## config.mk

```make
export PLATFORM = sky130hd
export DESIGN_NAME = swc_top
export DESIGN_NICKNAME = d
export VERILOG_FILES = /design/src/rtl/swc_pkg.sv /design/src/rtl/swc_cmd_if.sv /design/src/rtl/swc_edge.sv /design/src/rtl/swc_top.sv
export SDC_FILE = /design/constraint.sdc
export NUM_CORES = 1
export LEC_CHECK = 0
export BUFFER_PORTS_ARGS = -buffer_cell sky130_fd_sc_hd__clkbuf_2
export CAP_MARGIN = 25
export CORE_MARGIN = 8
export CORE_UTILIZATION = 34
export DETAILED_ROUTE_END_ITERATION = 10
export SETUP_SLACK_MARGIN = 0.15
export SYNTH_ARGS = -nofsm -noshare
export SYNTH_HDL_FRONTEND = slang
export SYNTH_HIERARCHICAL = 1
export SYNTH_SLANG_ARGS = --single-unit
```

## constraint.sdc

```tcl
create_clock -name CLK -period 12.62 [get_ports CLK]
set_input_delay 0.631 -clock CLK [delete_from_list [all_inputs] [get_ports CLK]]
set_output_delay 0.631 -clock CLK [all_outputs]
set_load 0.005 [all_outputs]
```

## src/rtl/swc_pkg.sv

```systemverilog
// Shared constants and types of the sweep sequencer.
// Assumes one clock domain and a synchronous active-low reset.
package swc_pkg;
    // ------------------------------------------------------------
    // Widths and counts
    // ------------------------------------------------------------
    localparam int          VAL_W     = 16;
    localparam int          CMD_N     = 3;
    localparam int          CMD_START = 0;
    localparam int          CMD_STOP  = 1;
    localparam int          CMD_HOLD  = 2;
    localparam int          LOG_SHIFT = 4;
    localparam logic [15:0] VAL_RST   = 16'h0000;
    localparam logic [15:0] STEP_MIN  = 16'h0001;
    localparam logic [2:0]  CMD_IDLE  = 3'h7;

    // ------------------------------------------------------------
    // Types
    // ------------------------------------------------------------
    typedef enum logic [1:0] {
        SWC_IDLE = 2'h0,
        SWC_RUN  = 2'h1,
        SWC_HOLD = 2'h3,
        SWC_DONE = 2'h2
    } swc_state_t;

    typedef enum logic [1:0] {
        SWC_P_FREQ  = 2'h0,
        SWC_P_PHASE = 2'h1,
        SWC_P_AMPL  = 2'h2,
        SWC_P_OFFS  = 2'h3
    } swc_param_t;

    typedef enum logic [1:0] {
        SWC_M_CONT   = 2'h0,
        SWC_M_SINGLE = 2'h1,
        SWC_M_GATED  = 2'h2
    } swc_mode_t;

    typedef enum logic [2:0] {
        SWC_W_SINE   = 3'h0,
        SWC_W_SQUARE = 3'h1,
        SWC_W_PULSE  = 3'h2,
        SWC_W_RAMP   = 3'h3,
        SWC_W_NOISE  = 3'h4,
        SWC_W_DC     = 3'h5,
        SWC_W_ARB    = 3'h6,
        SWC_W_PVAR   = 3'h7
    } swc_wave_t;

    typedef enum logic [3:0] {
        SWC_MOD_OFF   = 4'h0,
        SWC_MOD_FM    = 4'h1,
        SWC_MOD_FSK   = 4'h2,
        SWC_MOD_PM    = 4'h3,
        SWC_MOD_PSK   = 4'h4,
        SWC_MOD_AM    = 4'h5,
        SWC_MOD_AMSC  = 4'h6,
        SWC_MOD_DCOFS = 4'h7,
        SWC_MOD_PWM   = 4'h8
    } swc_mod_t;

    typedef enum logic [1:0] {
        SWC_S_REF    = 2'h0,
        SWC_S_SWP    = 2'h1,
        SWC_S_SWPMKR = 2'h2,
        SWC_S_OFF    = 2'h3
    } swc_sync_t;
endpackage

```

## src/rtl/swc_cmd_if.sv

```systemverilog
// Carrier between the input conditioner and the sequencer.
// Assumes the sequencer clock; pulses last one cycle.
interface swc_cmd_if;
    logic [swc_pkg::CMD_N-1:0] raw_n;
    logic [swc_pkg::CMD_N-1:0] fall;
    modport cond (input raw_n, output fall);
    modport core (output raw_n, input fall);
endinterface

```

## src/rtl/swc_edge.sv

```systemverilog
// Synchroniser and falling-edge detector for the external command lines.
// Assumes lines idle high; one-cycle pulse per falling edge.
module swc_edge (
    input  wire logic CLK,
    input  wire logic RST_N,
    swc_cmd_if.cond   cmd
);
    logic [swc_pkg::CMD_N-1:0] s1_r, s2_r, s3_r;
    logic [swc_pkg::CMD_N-1:0] s1_nxt, s2_nxt, s3_nxt;

    always_comb begin
        s1_nxt = cmd.raw_n;
        s2_nxt = s1_r;
        s3_nxt = s2_r;
    end

    always_ff @(posedge CLK) begin
        if (!RST_N) begin
            s1_r <= swc_pkg::CMD_IDLE;
            s2_r <= swc_pkg::CMD_IDLE;
            s3_r <= swc_pkg::CMD_IDLE;
        end else begin
            s1_r <= s1_nxt;
            s2_r <= s2_nxt;
            s3_r <= s3_nxt;
        end
    end

    // Edge taken only after the second stage
    genvar g;
    generate
        for (g = 0; g < swc_pkg::CMD_N; g++) begin : g_fall
            assign cmd.fall[g] = s3_r[g] & ~s2_r[g]; // RULE_24
        end
    endgenerate
endmodule

```

## src/rtl/swc_top.sv

```systemverilog
// Sweep sequencer: start, stop, hold and resume of a parameter sweep.
// Assumes synchronous inputs except EXT_*_N, which are conditioned here.
// Contract
// (RULE_01) External lines command sweep when enabled, shared
// (RULE_02) Start edge restarts sweep from beginning
// (RULE_03) Start edge ORed with trigger in single
// (RULE_04) Stop edge halts, returns to start value
// (RULE_05) After stop, new trigger restarts single
// (RULE_06) Hold edge freezes running sweep
// (RULE_07) Hold edge while held resumes
// (RULE_08) Trigger while held restarts current leg
// (RULE_09) Copy centre into marker
// (RULE_10) Copy marker into centre
// (RULE_11) Frequency sweep refused for noise, pulse, DC
// (RULE_12) Frequency sweep cancels FM, FSK, PSK
// (RULE_13) Report swept value instead of static setting
// (RULE_14) Log progression only for frequency sweep
// (RULE_15) Continuous, single and gated single modes
// (RULE_16) Start/stop or centre/span, kept consistent
// (RULE_17) Phase sweep refused for arb, pvar, noise, DC
// (RULE_18) Phase sweep cancels PM, FSK, PSK
// (RULE_19) Amplitude sweep: no DC, cancels AM
// (RULE_20) Halt level, granularity only in gated
// (RULE_21) Host sets trigger before single modes
// (RULE_22) Host disables external control when unused
// (RULE_23) Sweep sync falls at each sweep start
// (RULE_24) Synchronise inputs, act on falling edges
module swc_top (
    input  wire logic        CLK,
    input  wire logic        RST_N,
    input  wire logic        SWEEP_EN,
    input  wire logic        EXT_CTRL_EN,
    input  wire logic        EXT_START_N,
    input  wire logic        EXT_STOP_N,
    input  wire logic        EXT_HOLD_N,
    input  wire logic        TRIG,
    input  wire logic [1:0]  SWEPT_PARAMETER_SELECT,
    input  wire logic [1:0]  SWEEP_RUN_MODE,
    input  wire logic        SHUTTLE,
    input  wire logic        LOG_PROG,
    input  wire logic [2:0]  WAVE_SEL,
    input  wire logic [3:0]  MOD_REQ,
    input  wire logic        RANGE_FORM,
    input  wire logic        CFG_LOAD,
    input  wire logic [15:0] START_IN,
    input  wire logic [15:0] STOP_IN,
    input  wire logic [15:0] CENTRE_IN,
    input  wire logic [15:0] SPAN_IN,
    input  wire logic [15:0] MARKER_IN,
    input  wire logic [15:0] STEP_IN,
    input  wire logic [15:0] STATIC_VAL,
    input  wire logic        CTR_TO_MKR,
    input  wire logic        MKR_TO_CTR,
    input  wire logic        HALT_OUTPUT_LEVEL,
    input  wire logic        GATED_STOP_GRANULARITY,
    input  wire logic [1:0]  SYNC_OUTPUT_SELECT,
    input  wire logic        REF_SYNC,
    output logic      [15:0] OUT_VAL,
    output logic      [15:0] START_Q,
    output logic      [15:0] STOP_Q,
    output logic      [15:0] MARKER_Q,
    output logic             RUNNING,
    output logic             HELD,
    output logic             RETURN_LEG,
    output logic             CONFLICT,
    output logic      [3:0]  MOD_ACT,
    output logic             HALT_LVL_ACT,
    output logic             GRAN_ACT,
    output logic             SYNC_OUT
);
    import swc_pkg::*;

    // ------------------------------------------------------------
    // Decoding
    // ------------------------------------------------------------
    function automatic logic refused(logic [1:0] p, logic [2:0] w, logic [1:0] m);
        logic dc;
        dc = (w == SWC_W_DC);
        unique case (p)
            SWC_P_FREQ:  refused = dc | (w == SWC_W_NOISE) | (w == SWC_W_PULSE); // RULE_11
            SWC_P_PHASE: refused = dc | (w == SWC_W_NOISE) | (w == SWC_W_ARB)
                                      | (w == SWC_W_PVAR); // RULE_17
            SWC_P_AMPL:  refused = dc; // RULE_19
            SWC_P_OFFS:  refused = dc & (m == SWC_M_GATED);
        endcase
    endfunction

    function automatic logic clash(logic [1:0] p, logic [3:0] md);
        unique case (p)
            SWC_P_FREQ:  clash = (md == SWC_MOD_FM) | (md == SWC_MOD_FSK)
                                 | (md == SWC_MOD_PSK); // RULE_12
            SWC_P_PHASE: clash = (md == SWC_MOD_PM) | (md == SWC_MOD_FSK)
                                 | (md == SWC_MOD_PSK); // RULE_18
            SWC_P_AMPL:  clash = (md == SWC_MOD_AM) | (md == SWC_MOD_AMSC); // RULE_19
            SWC_P_OFFS:  clash = (md == SWC_MOD_DCOFS);
        endcase
    endfunction

    // ------------------------------------------------------------
    // Command conditioning
    // ------------------------------------------------------------
    swc_cmd_if cmd ();
    assign cmd.raw_n = {EXT_HOLD_N, EXT_STOP_N, EXT_START_N};

    swc_edge u_edge (
        .CLK   (CLK),
        .RST_N (RST_N),
        .cmd   (cmd)
    );

    logic ext_start, ext_stop, ext_hold, trig_mode, conflict_w, log_w;
    assign ext_start = EXT_CTRL_EN & cmd.fall[CMD_START]; // RULE_01
    assign ext_stop  = EXT_CTRL_EN & cmd.fall[CMD_STOP];
    assign ext_hold  = EXT_CTRL_EN & cmd.fall[CMD_HOLD];
    assign trig_mode = SWEEP_RUN_MODE inside {SWC_M_SINGLE, SWC_M_GATED}; // RULE_15
    assign conflict_w = refused(SWEPT_PARAMETER_SELECT, WAVE_SEL, SWEEP_RUN_MODE);
    assign log_w = LOG_PROG & (SWEPT_PARAMETER_SELECT == SWC_P_FREQ); // RULE_14

    // ------------------------------------------------------------
    // State
    // ------------------------------------------------------------
    swc_state_t  state_r, state_nxt;
    logic [15:0] pos_r, pos_nxt, start_r, start_nxt, stop_r, stop_nxt;
    logic [15:0] marker_r, marker_nxt, out_r, out_nxt;
    logic        ret_r, ret_nxt, en_r, sync_r, sync_nxt, begin_w, leg_end_w;
    logic [15:0] centre_w, span_w, half_w, origin_w, target_w, inc_w, newstart_w;
    logic        up_w, reach_w, go_w, trig_w;

    assign span_w   = stop_r - start_r;
    assign centre_w = start_r + {1'b0, span_w[15:1]};
    assign half_w   = {1'b0, SPAN_IN[15:1]};
    assign newstart_w = marker_r - {1'b0, span_w[15:1]};
    assign origin_w = ret_r ? stop_r : start_r;
    assign target_w = ret_r ? start_r : stop_r;
    assign up_w     = target_w >= origin_w;
    assign inc_w    = log_w ? (((pos_r >> LOG_SHIFT) == 16'h0000) ? STEP_MIN
                                                                  : (pos_r >> LOG_SHIFT))
                            : STEP_IN;
    assign reach_w  = up_w ? ({1'b0, pos_r} + {1'b0, inc_w} >= {1'b0, target_w})
                           : ({1'b0, pos_r} <= {1'b0, target_w} + {1'b0, inc_w});
    // Triggered modes: external start ORed with trigger source
    assign trig_w = trig_mode & (TRIG | ext_start) & ~conflict_w; // RULE_03
    assign go_w   = (~trig_mode & ~conflict_w & (ext_start | (SWEEP_EN & ~en_r))) | trig_w;

    // ------------------------------------------------------------
    // Endpoints and marker
    // ------------------------------------------------------------
    always_comb begin
        start_nxt  = start_r;
        stop_nxt   = stop_r;
        marker_nxt = marker_r;
        if (CFG_LOAD) begin
            if (RANGE_FORM) begin
                start_nxt = CENTRE_IN - half_w; // RULE_16
                stop_nxt  = CENTRE_IN - half_w + SPAN_IN;
            end else begin
                start_nxt = START_IN;
                stop_nxt  = STOP_IN;
            end
            marker_nxt = MARKER_IN;
        end else if (CTR_TO_MKR) begin
            marker_nxt = centre_w; // RULE_09
        end else if (MKR_TO_CTR) begin
            start_nxt = newstart_w; // RULE_10
            stop_nxt  = newstart_w + span_w;
        end
    end

    // ------------------------------------------------------------
    // Sequencer
    // ------------------------------------------------------------
    always_comb begin
        state_nxt = state_r;
        pos_nxt   = pos_r;
        ret_nxt   = ret_r;
        begin_w   = 1'b0;
        leg_end_w = 1'b0;
        if (!SWEEP_EN) begin
            state_nxt = SWC_IDLE;
            pos_nxt   = start_r;
            ret_nxt   = 1'b0;
        end else if (ext_stop) begin
            state_nxt = SWC_IDLE; // RULE_04
            pos_nxt   = start_r;
            ret_nxt   = 1'b0;
        end else if (trig_w && state_r == SWC_HOLD) begin
            state_nxt = SWC_RUN; // RULE_08
            pos_nxt   = origin_w;
            begin_w   = ~ret_r;
        end else if (go_w) begin
            state_nxt = SWC_RUN; // RULE_02 RULE_05
            pos_nxt   = start_r;
            ret_nxt   = 1'b0;
            begin_w   = 1'b1;
        end else if (ext_hold && state_r == SWC_RUN) begin
            state_nxt = SWC_HOLD; // RULE_06
        end else if (ext_hold && state_r == SWC_HOLD) begin
            state_nxt = SWC_RUN; // RULE_07
        end else if (state_r == SWC_RUN && conflict_w) begin
            state_nxt = SWC_IDLE;
            pos_nxt   = start_r;
            ret_nxt   = 1'b0;
        end else if (state_r == SWC_RUN) begin
            if (!reach_w) begin
                pos_nxt = up_w ? pos_r + inc_w : pos_r - inc_w;
            end else begin
                pos_nxt   = target_w;
                leg_end_w = ~ret_r;
                if (SHUTTLE && !ret_r) begin
                    ret_nxt = 1'b1;
                end else if (!trig_mode) begin
                    pos_nxt = start_r;
                    ret_nxt = 1'b0;
                    begin_w = 1'b1;
                end else begin
                    state_nxt = SWC_DONE;
                end
            end
        end
    end

    // ------------------------------------------------------------
    // Outputs
    // ------------------------------------------------------------
    always_comb begin
        out_nxt = SWEEP_EN ? pos_nxt : STATIC_VAL; // RULE_13
        unique case (SYNC_OUTPUT_SELECT)
            SWC_S_REF: sync_nxt = REF_SYNC;
            SWC_S_SWP: sync_nxt = begin_w ? 1'b0 : (leg_end_w | sync_r); // RULE_23
            SWC_S_SWPMKR: begin
                if (begin_w) begin
                    sync_nxt = 1'b0;
                end else if (!ret_r && state_r == SWC_RUN) begin
                    sync_nxt = sync_r | (up_w ? pos_nxt >= marker_r : pos_nxt <= marker_r);
                end else begin
                    sync_nxt = sync_r;
                end
            end
            SWC_S_OFF: sync_nxt = 1'b0;
        endcase
    end

    always_ff @(posedge CLK) begin
        if (!RST_N) begin
            state_r      <= SWC_IDLE;
            pos_r        <= VAL_RST;
            ret_r        <= 1'b0;
            en_r         <= 1'b0;
            start_r      <= VAL_RST;
            stop_r       <= VAL_RST;
            marker_r     <= VAL_RST;
            out_r        <= VAL_RST;
            sync_r       <= 1'b0;
            RUNNING      <= 1'b0;
            HELD         <= 1'b0;
            CONFLICT     <= 1'b0;
            MOD_ACT      <= SWC_MOD_OFF;
            HALT_LVL_ACT <= 1'b0;
            GRAN_ACT     <= 1'b0;
        end else begin
            state_r      <= state_nxt;
            pos_r        <= pos_nxt;
            ret_r        <= ret_nxt;
            en_r         <= SWEEP_EN;
            start_r      <= start_nxt;
            stop_r       <= stop_nxt;
            marker_r     <= marker_nxt;
            out_r        <= out_nxt;
            sync_r       <= sync_nxt;
            RUNNING      <= state_nxt == SWC_RUN;
            HELD         <= state_nxt == SWC_HOLD;
            CONFLICT     <= SWEEP_EN & conflict_w;
            MOD_ACT      <= (SWEEP_EN && clash(SWEPT_PARAMETER_SELECT, MOD_REQ))
                            ? SWC_MOD_OFF : MOD_REQ;
            HALT_LVL_ACT <= HALT_OUTPUT_LEVEL & (SWEEP_RUN_MODE == SWC_M_GATED); // RULE_20
            GRAN_ACT     <= GATED_STOP_GRANULARITY & (SWEEP_RUN_MODE == SWC_M_GATED);
        end
    end

    assign OUT_VAL    = out_r;
    assign START_Q    = start_r;
    assign STOP_Q     = stop_r;
    assign MARKER_Q   = marker_r;
    assign RETURN_LEG = ret_r;
    assign SYNC_OUT   = sync_r;
endmodule

```

### Word level (Yosys, flattened, before mapping)

Index checks and enable logic that the tools add are counted.

| operators by class | value |
|---|---|
| add/subtract/negate cells | 10 |
| $lt $le $gt $ge | 5 |
| eq/ne operators | 29 |
| multiplexer cells | 75 |
| bitwise logic cells | 40 |
| reduce and logical (&&, ||, !) cells | 20 |

Operators by type and width:

| cell | count |
|---|---|
| $mux W16 | 26 |
| $add A16 B16 Y16 | 3 |
| $add A16 B16 Y17 | 2 |
| $mux W1 | 34 |
| $ge A16 B16 Y1 | 2 |
| $sub A16 B15 Y16 | 2 |
| $sub A16 B16 Y16 | 2 |
| $mux W2 | 11 |
| $ge A17 B16 Y1 | 1 |
| $le A16 B17 Y1 | 1 |
| $add A16 B15 Y16 | 1 |
| $and A1 B1 Y1 | 16 |
| $eq A4 B3 Y1 const B | 4 |
| $le A16 B16 Y1 | 1 |
| $logic_not A16 Y1 | 1 |
| $eq A2 B2 Y1 const B | 7 |
| $or A1 B1 Y1 | 14 |
| $eq A3 B3 Y1 const B | 4 |
| $mux W12 | 1 |
| $pmux W1 S4 | 3 |
| $eq A2 B1 Y1 const B | 5 |
| $not A1 Y1 | 10 |
| $eq A4 B2 Y1 const B | 2 |
| $logic_and A1 B1 Y1 | 7 |
| 13 further kinds | 19 |

| word-level totals | value |
|---|---|
| register bits | 103 |
| input bits | 142 |
| logic and storage cells | 197 |

### Logic depth before layout (Yosys ltp)

Gate-level depths: netlist (run 1).

| logic depth | value |
|---|---|
| depth in word-level cells | 21 |
| depth in mapped cells | 40 |
| gate-level depth less buffers | 36 |

### Cells and area by module

Netlist (run 1), hierarchy kept.

By module, submodules not included:

| module | times used | cells an instance | area each (um^2) |
|---|---|---|---|
| swc_top | 1 | 1859 | 13720.7 |
| swc_edge | 1 | 21 | 255.2 |

### Worst setup path after synthesis (run 1)

Ideal clock, no wire load.

| path | value |
|---|---|
| kind | register to register |
| start point | reg ret_r, in the netlist RETURN_LEG |
| end point | reg sync_r, in the netlist SYNC_OUT |
| setup time | 86 ps |
| data arrival time | 7440 ps |
| data required time | 12534 ps |
| slack | 5095 ps |
| cell stages (with the launch flop) | 40 |
| path buffers | 6 |
| cell sequence | dfxtp_1 buf_2 buf_4 buf_1 buf_1 mux2_2 ha_1 a21o_1 a21oi_1 o31ai_1 maj3_1 a21oi_1 o21ai_0 a31o_2 a21oi_1 xor2_1 ha_1 nand4_1 [... 4 more ...] and4_1 buf_4 nor2_4 buf_6 mux2i_1 nand2_1 o21a_1 ha_1 nor2b_1 o21a_1 o21ai_0 a21oi_1 nor2_1 o221ai_1 xnor2_1 a31oi_1 nor2_1 a211oi_1 |

| on the way | value |
|---|---|
| word-level cells in the longest chain between the ends | 19 |
| elaborated cells between the ends (all ways) | 52 |
| those cells by class | add/sub (1); order compare (5); eq/ne (1); mux (39); bitwise (3); reduce/logical (3) |

Ends and longest elaborated chain:

| item | RTL line | RTL |
|---|---|---|
| start: declaration | swc_top.sv:125 | `logic ret_r, ret_nxt, en_r, sync_r, sync_nxt, begin_w, leg_end_w;` |
| start signal: assignment | swc_top.sv:263 | `ret_r <= ret_nxt;` |
| $mux W16 | swc_top.sv:134 | `assign target_w = ret_r ? start_r : stop_r;` |
| $add A16 B16 Y17 | swc_top.sv:140 | `: ({1'b0, pos_r} <= {1'b0, target_w} + {1'b0, inc_w});` |
| $le A16 B17 Y1 | swc_top.sv:140 |  |
| $mux W1 | swc_top.sv:139 | `assign reach_w = up_w ? ({1'b0, pos_r} + {1'b0, inc_w} >= {1'b0, target_w})` |
| $mux W16 | swc_top.sv:204 | `if (!reach_w) begin` |
| $mux W16 | swc_top.sv:203 | `end else if (state_r == SWC_RUN) begin` |
| $mux W16 | swc_top.sv:199 | `end else if (state_r == SWC_RUN && conflict_w) begin` |
| $mux W16 | swc_top.sv:197 | `end else if (ext_hold && state_r == SWC_HOLD) begin` |
| [... 4 more ...] | n/a |  |
| $mux W16 (*) | swc_top.sv:178 | `if (!SWEEP_EN) begin` |
| net pos_nxt[1] | swc_top.sv:123 | `logic [15:0] pos_r, pos_nxt, start_r, start_nxt, stop_r, stop_nxt;` |
| $le A16 B16 Y1 or $ge A16 B16 Y1 (tied branches) | swc_top.sv:234 | `sync_nxt = sync_r \| (up_w ? pos_nxt >= marker_r : pos_nxt <= marker_r);` |
| $mux W1 (*) | swc_top.sv:234 |  |
| $or A1 B1 Y1 (*) | swc_top.sv:234 |  |
| $mux W1 (*) | swc_top.sv:233 | `end else if (!ret_r && state_r == SWC_RUN) begin` |
| $mux W1 (*) | swc_top.sv:231 | `if (begin_w) begin` |
| $pmux W1 S4 (*) | swc_top.sv:227 | `unique case (SYNC_OUTPUT_SELECT)` |
| end signal: assignment | swc_top.sv:269 | `sync_r <= sync_nxt;` |
| end: declaration | swc_top.sv:125 |  |

Mark *: on every way through the listed nets, which the timed path passes. The rest lies on a longest branch. The select of a mux whose other input is x is not followed.
A chain may end at the register's enable or synchronous reset.

### Worst setup path in the final report (run 1)

| path | value |
|---|---|
| start point | in SWEPT_PARAMETER_SELECT[1] |
| end point | reg sync_r, in the netlist SYNC_OUT |

| on the way | value |
|---|---|
| word-level cells in the longest chain between the ends | 21 |
| elaborated cells between the ends (all ways) | 59 |
| those cells by class | add/sub (4); order compare (4); eq/ne (4); mux (36); bitwise (8); reduce/logical (3) |

Ends and longest elaborated chain:

| item | RTL line | RTL |
|---|---|---|
| start: declaration | swc_top.sv:37 | `input wire logic [1:0] SWEPT_PARAMETER_SELECT,` |
| $logic_not A2 Y1 | swc_top.sv:79, swc_top.sv:117 |  |
| $and A1 B1 Y1 | swc_top.sv:117 | `assign log_w = LOG_PROG & (SWEPT_PARAMETER_SELECT == SWC_P_FREQ);` |
| $mux W16 | swc_top.sv:136 | `assign inc_w = log_w ? (((pos_r >> LOG_SHIFT) == 16'h0000) ? STEP_MIN` |
| $add A16 B16 Y17, on equally long branches | swc_top.sv:140, swc_top.sv:139 |  |
| $le A16 B17 Y1 or $ge A17 B16 Y1 (tied branches) | swc_top.sv:140, swc_top.sv:139 |  |
| $mux W1 | swc_top.sv:139 |  |
| $mux W16 | swc_top.sv:204 |  |
| $mux W16 | swc_top.sv:203 |  |
| [... 6 more ...] | n/a |  |
| $mux W16 (*) | swc_top.sv:178 |  |
| net pos_nxt[11] | swc_top.sv:123 |  |
| $le A16 B16 Y1 or $ge A16 B16 Y1 (tied branches) | swc_top.sv:234 |  |
| $mux W1 (*) | swc_top.sv:234 |  |
| $or A1 B1 Y1 (*) | swc_top.sv:234 |  |
| $mux W1 (*) | swc_top.sv:233 |  |
| $mux W1 (*) | swc_top.sv:231 |  |
| $pmux W1 S4 (*) | swc_top.sv:227 |  |

Marks and branches as above.

==> results of run 1 <==
## cell families after synthesis
kind of cell / count (synthesis)
AOI/OAI and AO/OA: 594
and+or+nand+nor: 577
buffers and inverters: 204
adders and majority gates: 197
xor gates and xnor gates: 135
DFF: 103
muxes: 70
## flip-flops by register name, indices dropped and copies added, names as in the netlist, 2 cells and up
signal       flops
MARKER_Q        16
OUT_VAL         16
START_Q         16
STOP_Q          16
pos_r           16
MOD_ACT          4
u_edge/s1_r      3
u_edge/s2_r      3
u_edge/s3_r      3
state_r          2
## layer usage
metal / track usage, % / vias to the layer above
li1: - / 7249
met1: 27.6 / 6960
met2: 37.2 / 568
met3: 4.09 / 99
met4: 9.72 / 2
met5: 0 / -
## power groups by stage
stage	Clock (mW)	Sequential (mW)	Combinational (mW)
final	0.317	0.540	4.15
after global routing	0.333	0.547	4.61
after CTS	0.324	0.534	4.11
after detailed placement	0	0.542	4.07
after global placement	0	0.540	4.01
after floorplan	0	0.464	3.23
## cell type report
cell class	instances	share of cell area [%]
diodes	1	0.0158
flip-flops and latches	103	13.0
well taps	532	4.19
inverters	135	3.19
clock buffers	9	1.42
multi-input cells	1573	70.1
repair buffers	232	7.56
clock inverters	7	0.488
## metrics by stage
| step | utilization, % | power, mW | std cells | setup WS, ps |
|---|---|---|---|---|
| floorplan | - | 3.70 | 1880 | 5090 |
| global placement | 38.2 | 4.55 | 2575 | 4260 |
| detailed placement | 38.2 | 4.61 | 2575 | 3940 |
| CTS | 39.0 | 4.97 | 2591 | 4350 |
| global route | 39.0 | 5.49 | 2591 | 3800 |
| finish | 39.0 | 5.00 | 2592 | 4230 |
## cells in the final DEF (no fill, tap or decap), types with 24 or more instances in the layout
master	instances
clkbuf_2	216
ha_1	187
nand2_1	183
a21oi_1	155
nor2_1	146
inv_1	130
o21ai_0	108
dfxtp_1	102
xnor2_1	92
mux2i_1	59
a211oi_1	53
nor3_1	46
a21o_1	45
nand3_1	43
xor2_1	42
and3_1	27
nand2b_1	24
## worst max path at each step
stage	from	endpoint	slack, ps
2_1_floorplan	RETURN_LEG	SYNC_OUT	5090
3_3_place_gp	SWEPT_PARAMETER_SELECT[1]	SYNC_OUT	4260
3_5_place_dp	SWEPT_PARAMETER_SELECT[1]	SYNC_OUT	3940
4_1_cts	SWEPT_PARAMETER_SELECT[1]	SYNC_OUT	4350
5_1_grt	SWEPT_PARAMETER_SELECT[1]	SYNC_OUT	3800
6_report	SWEPT_PARAMETER_SELECT[1]	SYNC_OUT	4230
==> run metrics, run 1 <==
Mean Syn Cell Area 7.43 um^2; relative max-transition margin 31.9%; Worst-Margin Slew 1020 ps; top cells by area, synth ha_1, dfxtp_1, xnor2_1, a21oi_1, nand2_1; total grt overflow 0; syn_nets 2218; ratio of cells with drive above 1 in the final layout 14.2%; top layer in use met5; Met1 Wirelength 23.7 mm; RSZ-0062 raised after global routing false; initial antenna violation count 2; GRT Resource Usage Total 22.2%; post-synthesis mux area share 5.13%; Int Power 2.34 mW; Longest Clk Path Bufs 2; hpwl dp 44.3 mm; TritonCTS clock tree done; worst path bufs/invs 2; final worst-path cycle share 66.5%; final net count 2392; Post-route DRC 0; Slew Viols, Final 0; first-pass GRT wire length 83.8 mm; fraction of registers with async set/reset 0%; synthesized instance count 1880; sequential share of the synthesized area 14.8%; Adder-Cell Fraction of Synth Area 18.1%; I/O Buffers 216; num ports 217; Antenna Violating Nets Remaining 0; DRT iter0 DRCs 974; CP Depth 34; critical path launch point type input port; Rows 74; fin area 0.0159 mm^2; Post-synth top cells ha_1, nand2_1, a21oi_1; Hold Crit Class flop to flop; Clock Sinks 103; Die W 219 um; VDD IR-drop max 193 uV; Max H-tree Level 3; Hold Path End u_edge/s2_r[2]; Synth area leader ha_1; Sequential Power Share 10.8%; clock power share 6.3%; slowest CP cell or3b_1; status finished, final reports clean; final setup vio count 0; Critical Path Sink Type flop; Net Sw Power 2.67 mW; Worst EP arrival 8710 ps; Min Hold Slack 409 ps; Synth top area share 16.7%; via/cell ratio 5.74; P&R area growth vs syn 13.7%; reg-to-reg endpoint SYNC_OUT; simple-gate area share of the yosys netlist 19.5%; Cell Area, Synth 0.0140 mm^2; die area 0.0478 mm^2; metal3 WL 3.68 mm; WS Path Type input port to flop; final hold violation count 0; largest family of logic cells by synthesized area compound AO/OA/AOI/OAI gates; reg2reg start pos_r[12]; dpl cell area 0.0156 mm^2; clock slew at reported path FFs 90 ps; sw frac 53.3%; Synth warnings 6; HP Start u_edge/s1_r[2]; multi-input logic area 0.0111 mm^2; Max Cap Violations 0; Slowest Stage Delay on Critical Path 690 ps; DR pass1 iterations 5; reg2reg setup slack 4250 ps; die height 219 um; most common cell in the netlist ha_1; Post-synth EDFFs 0; FMAX 0.119 GHz; WHS Path Cells 1; critical path's top delay family compound AO/OA/AOI/OAI gates; Distinct cells, synth 85; Yosys reg bits 103; clock skew 15.6 ps; Fillers 4352; vias in the first global route 15000; Worst EP required 12940 ps; setup_tns 0 ps; Storage cell area 0.00206 mm^2; clock root cell clkbuf_16; cts bufs inserted 9; Avg WL per Cell 21.0 um; total wire length 54.5 mm; core area 0.0407 mm^2; largest net degree at the start of global routing 56; critical-path maximum fanout 18; clk_lat worst skew 400 ps; post_cts resized 0; GPL Wtd Cong 0.941; Tmin final 8390 ps; setup bufs post-CTS 0; xor and xnor area share after synthesis 8.56%; combinational group share of total power 82.9%; Static Leakage 7.41 nW; CTS hold repair buffers 0; met2 WL 25.1 mm; Synth Area in Compound Gates 28.3%; Initial Utilization 34.3%; PD cells 315 mW/mm^2; Primary FF master, synth dfxtp_1; cell count of the worst reg-to-reg path 34; vias 14900
Note: power is estimated with default switching activity, not from simulation.
==> run 2, diff against run 1 <==
Settings changed: ABC_AREA set to 1.
Clock period 12.62 ns to 7.1 ns, I/O delays scaled along.
==> run metrics, run 2 <==
clk_lat worst skew 380 ps (was 400 ps); Fillers 4606 (was 4352); busiest grt layer met2 (unchanged); Worst EP arrival 6700 ps (was 8710 ps); Worst-Margin Slew 1030 ps (was 1020 ps); Rows 75 (was 74); clock root cell clkbuf_16 (unchanged); Initial Utilization 34.1% (was 34.3%); sequential share of the synthesized area 14.5% (was 14.8%); largest net degree at the start of global routing 44 (was 56); Die W 221 um (was 219 um); FMAX 0.155 GHz; Synth area leader ha_1 (unchanged); clock slew at reported path FFs 90 ps (about the same); cts bufs inserted 9 (unchanged); Max Cap Violations 0 (unchanged); I/O Buffers 216 (unchanged); Hold Crit Class input port to flop (was flop to flop); via/cell ratio 5.22 (was 5.74); Post-synth EDFFs 0 (unchanged); vias in the first global route 15400 (was 15000); core area 0.0417 mm^2 (was 0.0407 mm^2); Longest Clk Path Bufs 2 (unchanged); most frequent cells in the layout nand2_1, inv_1, a21oi_1 (was clkbuf_2, ha_1, nand2_1); first-pass GRT wire length 84.8 mm (was 83.8 mm); fraction of registers with async set/reset 0% (unchanged); Mean Syn Cell Area 6.14 um^2 (was 7.43 um^2); P&R area growth vs syn 15.3% (was 13.7%); Distinct cells, synth 51 (was 85); GPL Wtd Cong 0.998 (was 0.941); Worst EP required 7360 ps (was 12940 ps); final setup vio count 0 (unchanged); Tmin final 6440 ps; Antenna Violating Nets Remaining 0 (unchanged); die height 221 um (was 219 um); final net count 2866 (was 2392); Slew Viols, Final 0 (unchanged); Avg WL per Cell 18.2 um (was 21.0 um); TritonCTS clock tree done (unchanged); Post-synth top cells nand2_1, inv_1, a21oi_1 (was ha_1, nand2_1, a21oi_1); critical path's top delay family simple AND/OR/NAND/NOR gates (was compound AO/OA/AOI/OAI gates); clock skew 16.8 ps (was 15.6 ps); Cell Area, Synth 0.0142 mm^2 (was 0.0140 mm^2); num ports 217 (unchanged); syn_nets 2654 (was 2218); reg2reg start RETURN_LEG (was pos_r[12]); cell count of the worst reg-to-reg path 39 (was 34); most common cell after layout, fill and taps aside nand2_1 (was clkbuf_2); met3 usage 2.28% (was 4.09%); crit path launch RETURN_LEG (was SWEPT_PARAMETER_SELECT[1]); Yosys reg bits 103 (unchanged); GRT Resource Usage Total 22.2% (about the same); status finished, final reports clean (unchanged); Clock Sinks 103 (unchanged); hpwl dp 46.6 mm (was 44.3 mm); total wire length 55.8 mm (was 54.5 mm); die area 0.0486 mm^2 (was 0.0478 mm^2); synthesized instance count 2316 (was 1880); slowest CP cell dfxtp_4 (was or3b_1); final hold violation count 0 (unchanged); antenna cell count 0 (was 1); DRT iter0 DRCs 1242 (was 974); ratio of cells with drive above 1 in the final layout 13.9% (was 14.2%); Post-route DRC 0 (unchanged); most common cell in the netlist nand2_1 (was ha_1); Slowest Stage Delay on Critical Path 530 ps (was 690 ps); Critical Path Sink Type flop (unchanged); initial antenna violation count 0 (was 2); most used cell, CP nand2_1; Synth warnings 6 (unchanged); WHS Path Cells 3 (was 1); relative max-transition margin 31.1% (was 31.9%); HP Start EXT_STOP_N (was u_edge/s1_r[2]); DR pass1 iterations 6 (was 5); top cells by area, synth ha_1, nand2_1, dfxtp_1, inv_1, a21oi_1 (was ha_1, dfxtp_1, xnor2_1, a21oi_1, nand2_1); WS Path Type flop to flop (was input port to flop); met1 usage 28.0% (was 27.6%); critical-path maximum fanout 39 (was 18); RSZ-0062 raised after global routing false (unchanged); Synth top area share 16.4% (was 16.7%); Primary FF master, synth dfxtp_1 (unchanged); met2 GRT Util 37.0% (was 37.2%); critical path launch point type flop (was input port); Max H-tree Level 3 (unchanged); CP Depth 39 (was 34); total grt overflow 0 (unchanged); setup_tns 0 ps (unchanged); worst path bufs/invs 5 (was 2); final worst-path cycle share 90.7%; vias 16000 (was 14900)
==> run 2: tightest hold or removal path: stages <==
cell and delay [ps]:
clkbuf_2 70, inv_1 30, nand2_1 40
==> run 2: path summary, 6_finish.rpt <==
kind,endpoint,slack (ps)
worst min-delay path,u_edge/s1_r[1],160
worst max register to register,SYNC_OUT,660
worst min register to register,u_edge/s2_r[1],410
worst max-delay path,SYNC_OUT,660
==> run 2: repair_timing <==
item,in CTS,in global routing
buffers inserted,0,7
endpoints found under the setup margin,0,1
gates resized for setup,0,16
hold buffers,0,0
==> run 2: cells by family after synthesis <==
family,Yosys count,synth area share [%]
flip-flops,103,14.5
AO/OA/AOI/OAI,546,21.8
AND/OR/NAND/NOR,947,27.4
buffers and inverters,408,11.5
XOR/XNOR,116,7.14
adder cells (fa/ha/maj),196,17.7
==> run 2: area by class of cell <==
| type | instances | area [um^2] | area share, % |
|---|---|---|---|
| clock inverters | 7 | 81.3 | 0.496 |
| flip-flops and latches | 103 | 2070 | 12.6 |
| clock buffers | 9 | 225 | 1.37 |
| inverters | 340 | 1280 | 7.78 |
| multi-input cells | 1805 | 10600 | 64.4 |
| well taps | 539 | 674 | 4.11 |
| repair buffers | 269 | 1500 | 9.16 |
==> run 2: per-layer routing <==
metal | vias up | routed length (um)
met5 | - | 0
met4 | 0 | 2990
met3 | 112 | 3120
met2 | 574 | 25500
met1 | 7317 | 24200
li1 | 8043 | -
==> run 2: stage by stage <==
stage          hold slack [ps]  cells  area [um^2]  util, %  setup slack (ps)
2_1_floorplan              380   2316        14200        -              1290
4_1_cts                    148   3065        16300     39.1               326
3_3_place_gp               385   3047        16000     38.3               419
3_5_place_dp               388   3049        16000     38.3               302
6_report                   160   3072        16400     39.4               663
5_1_grt                    172   3072        16400     39.4               141
Power of run 2 is not shown: default switching activity piles up to over one toggle a cycle in this logic, so the estimate is an artifact.
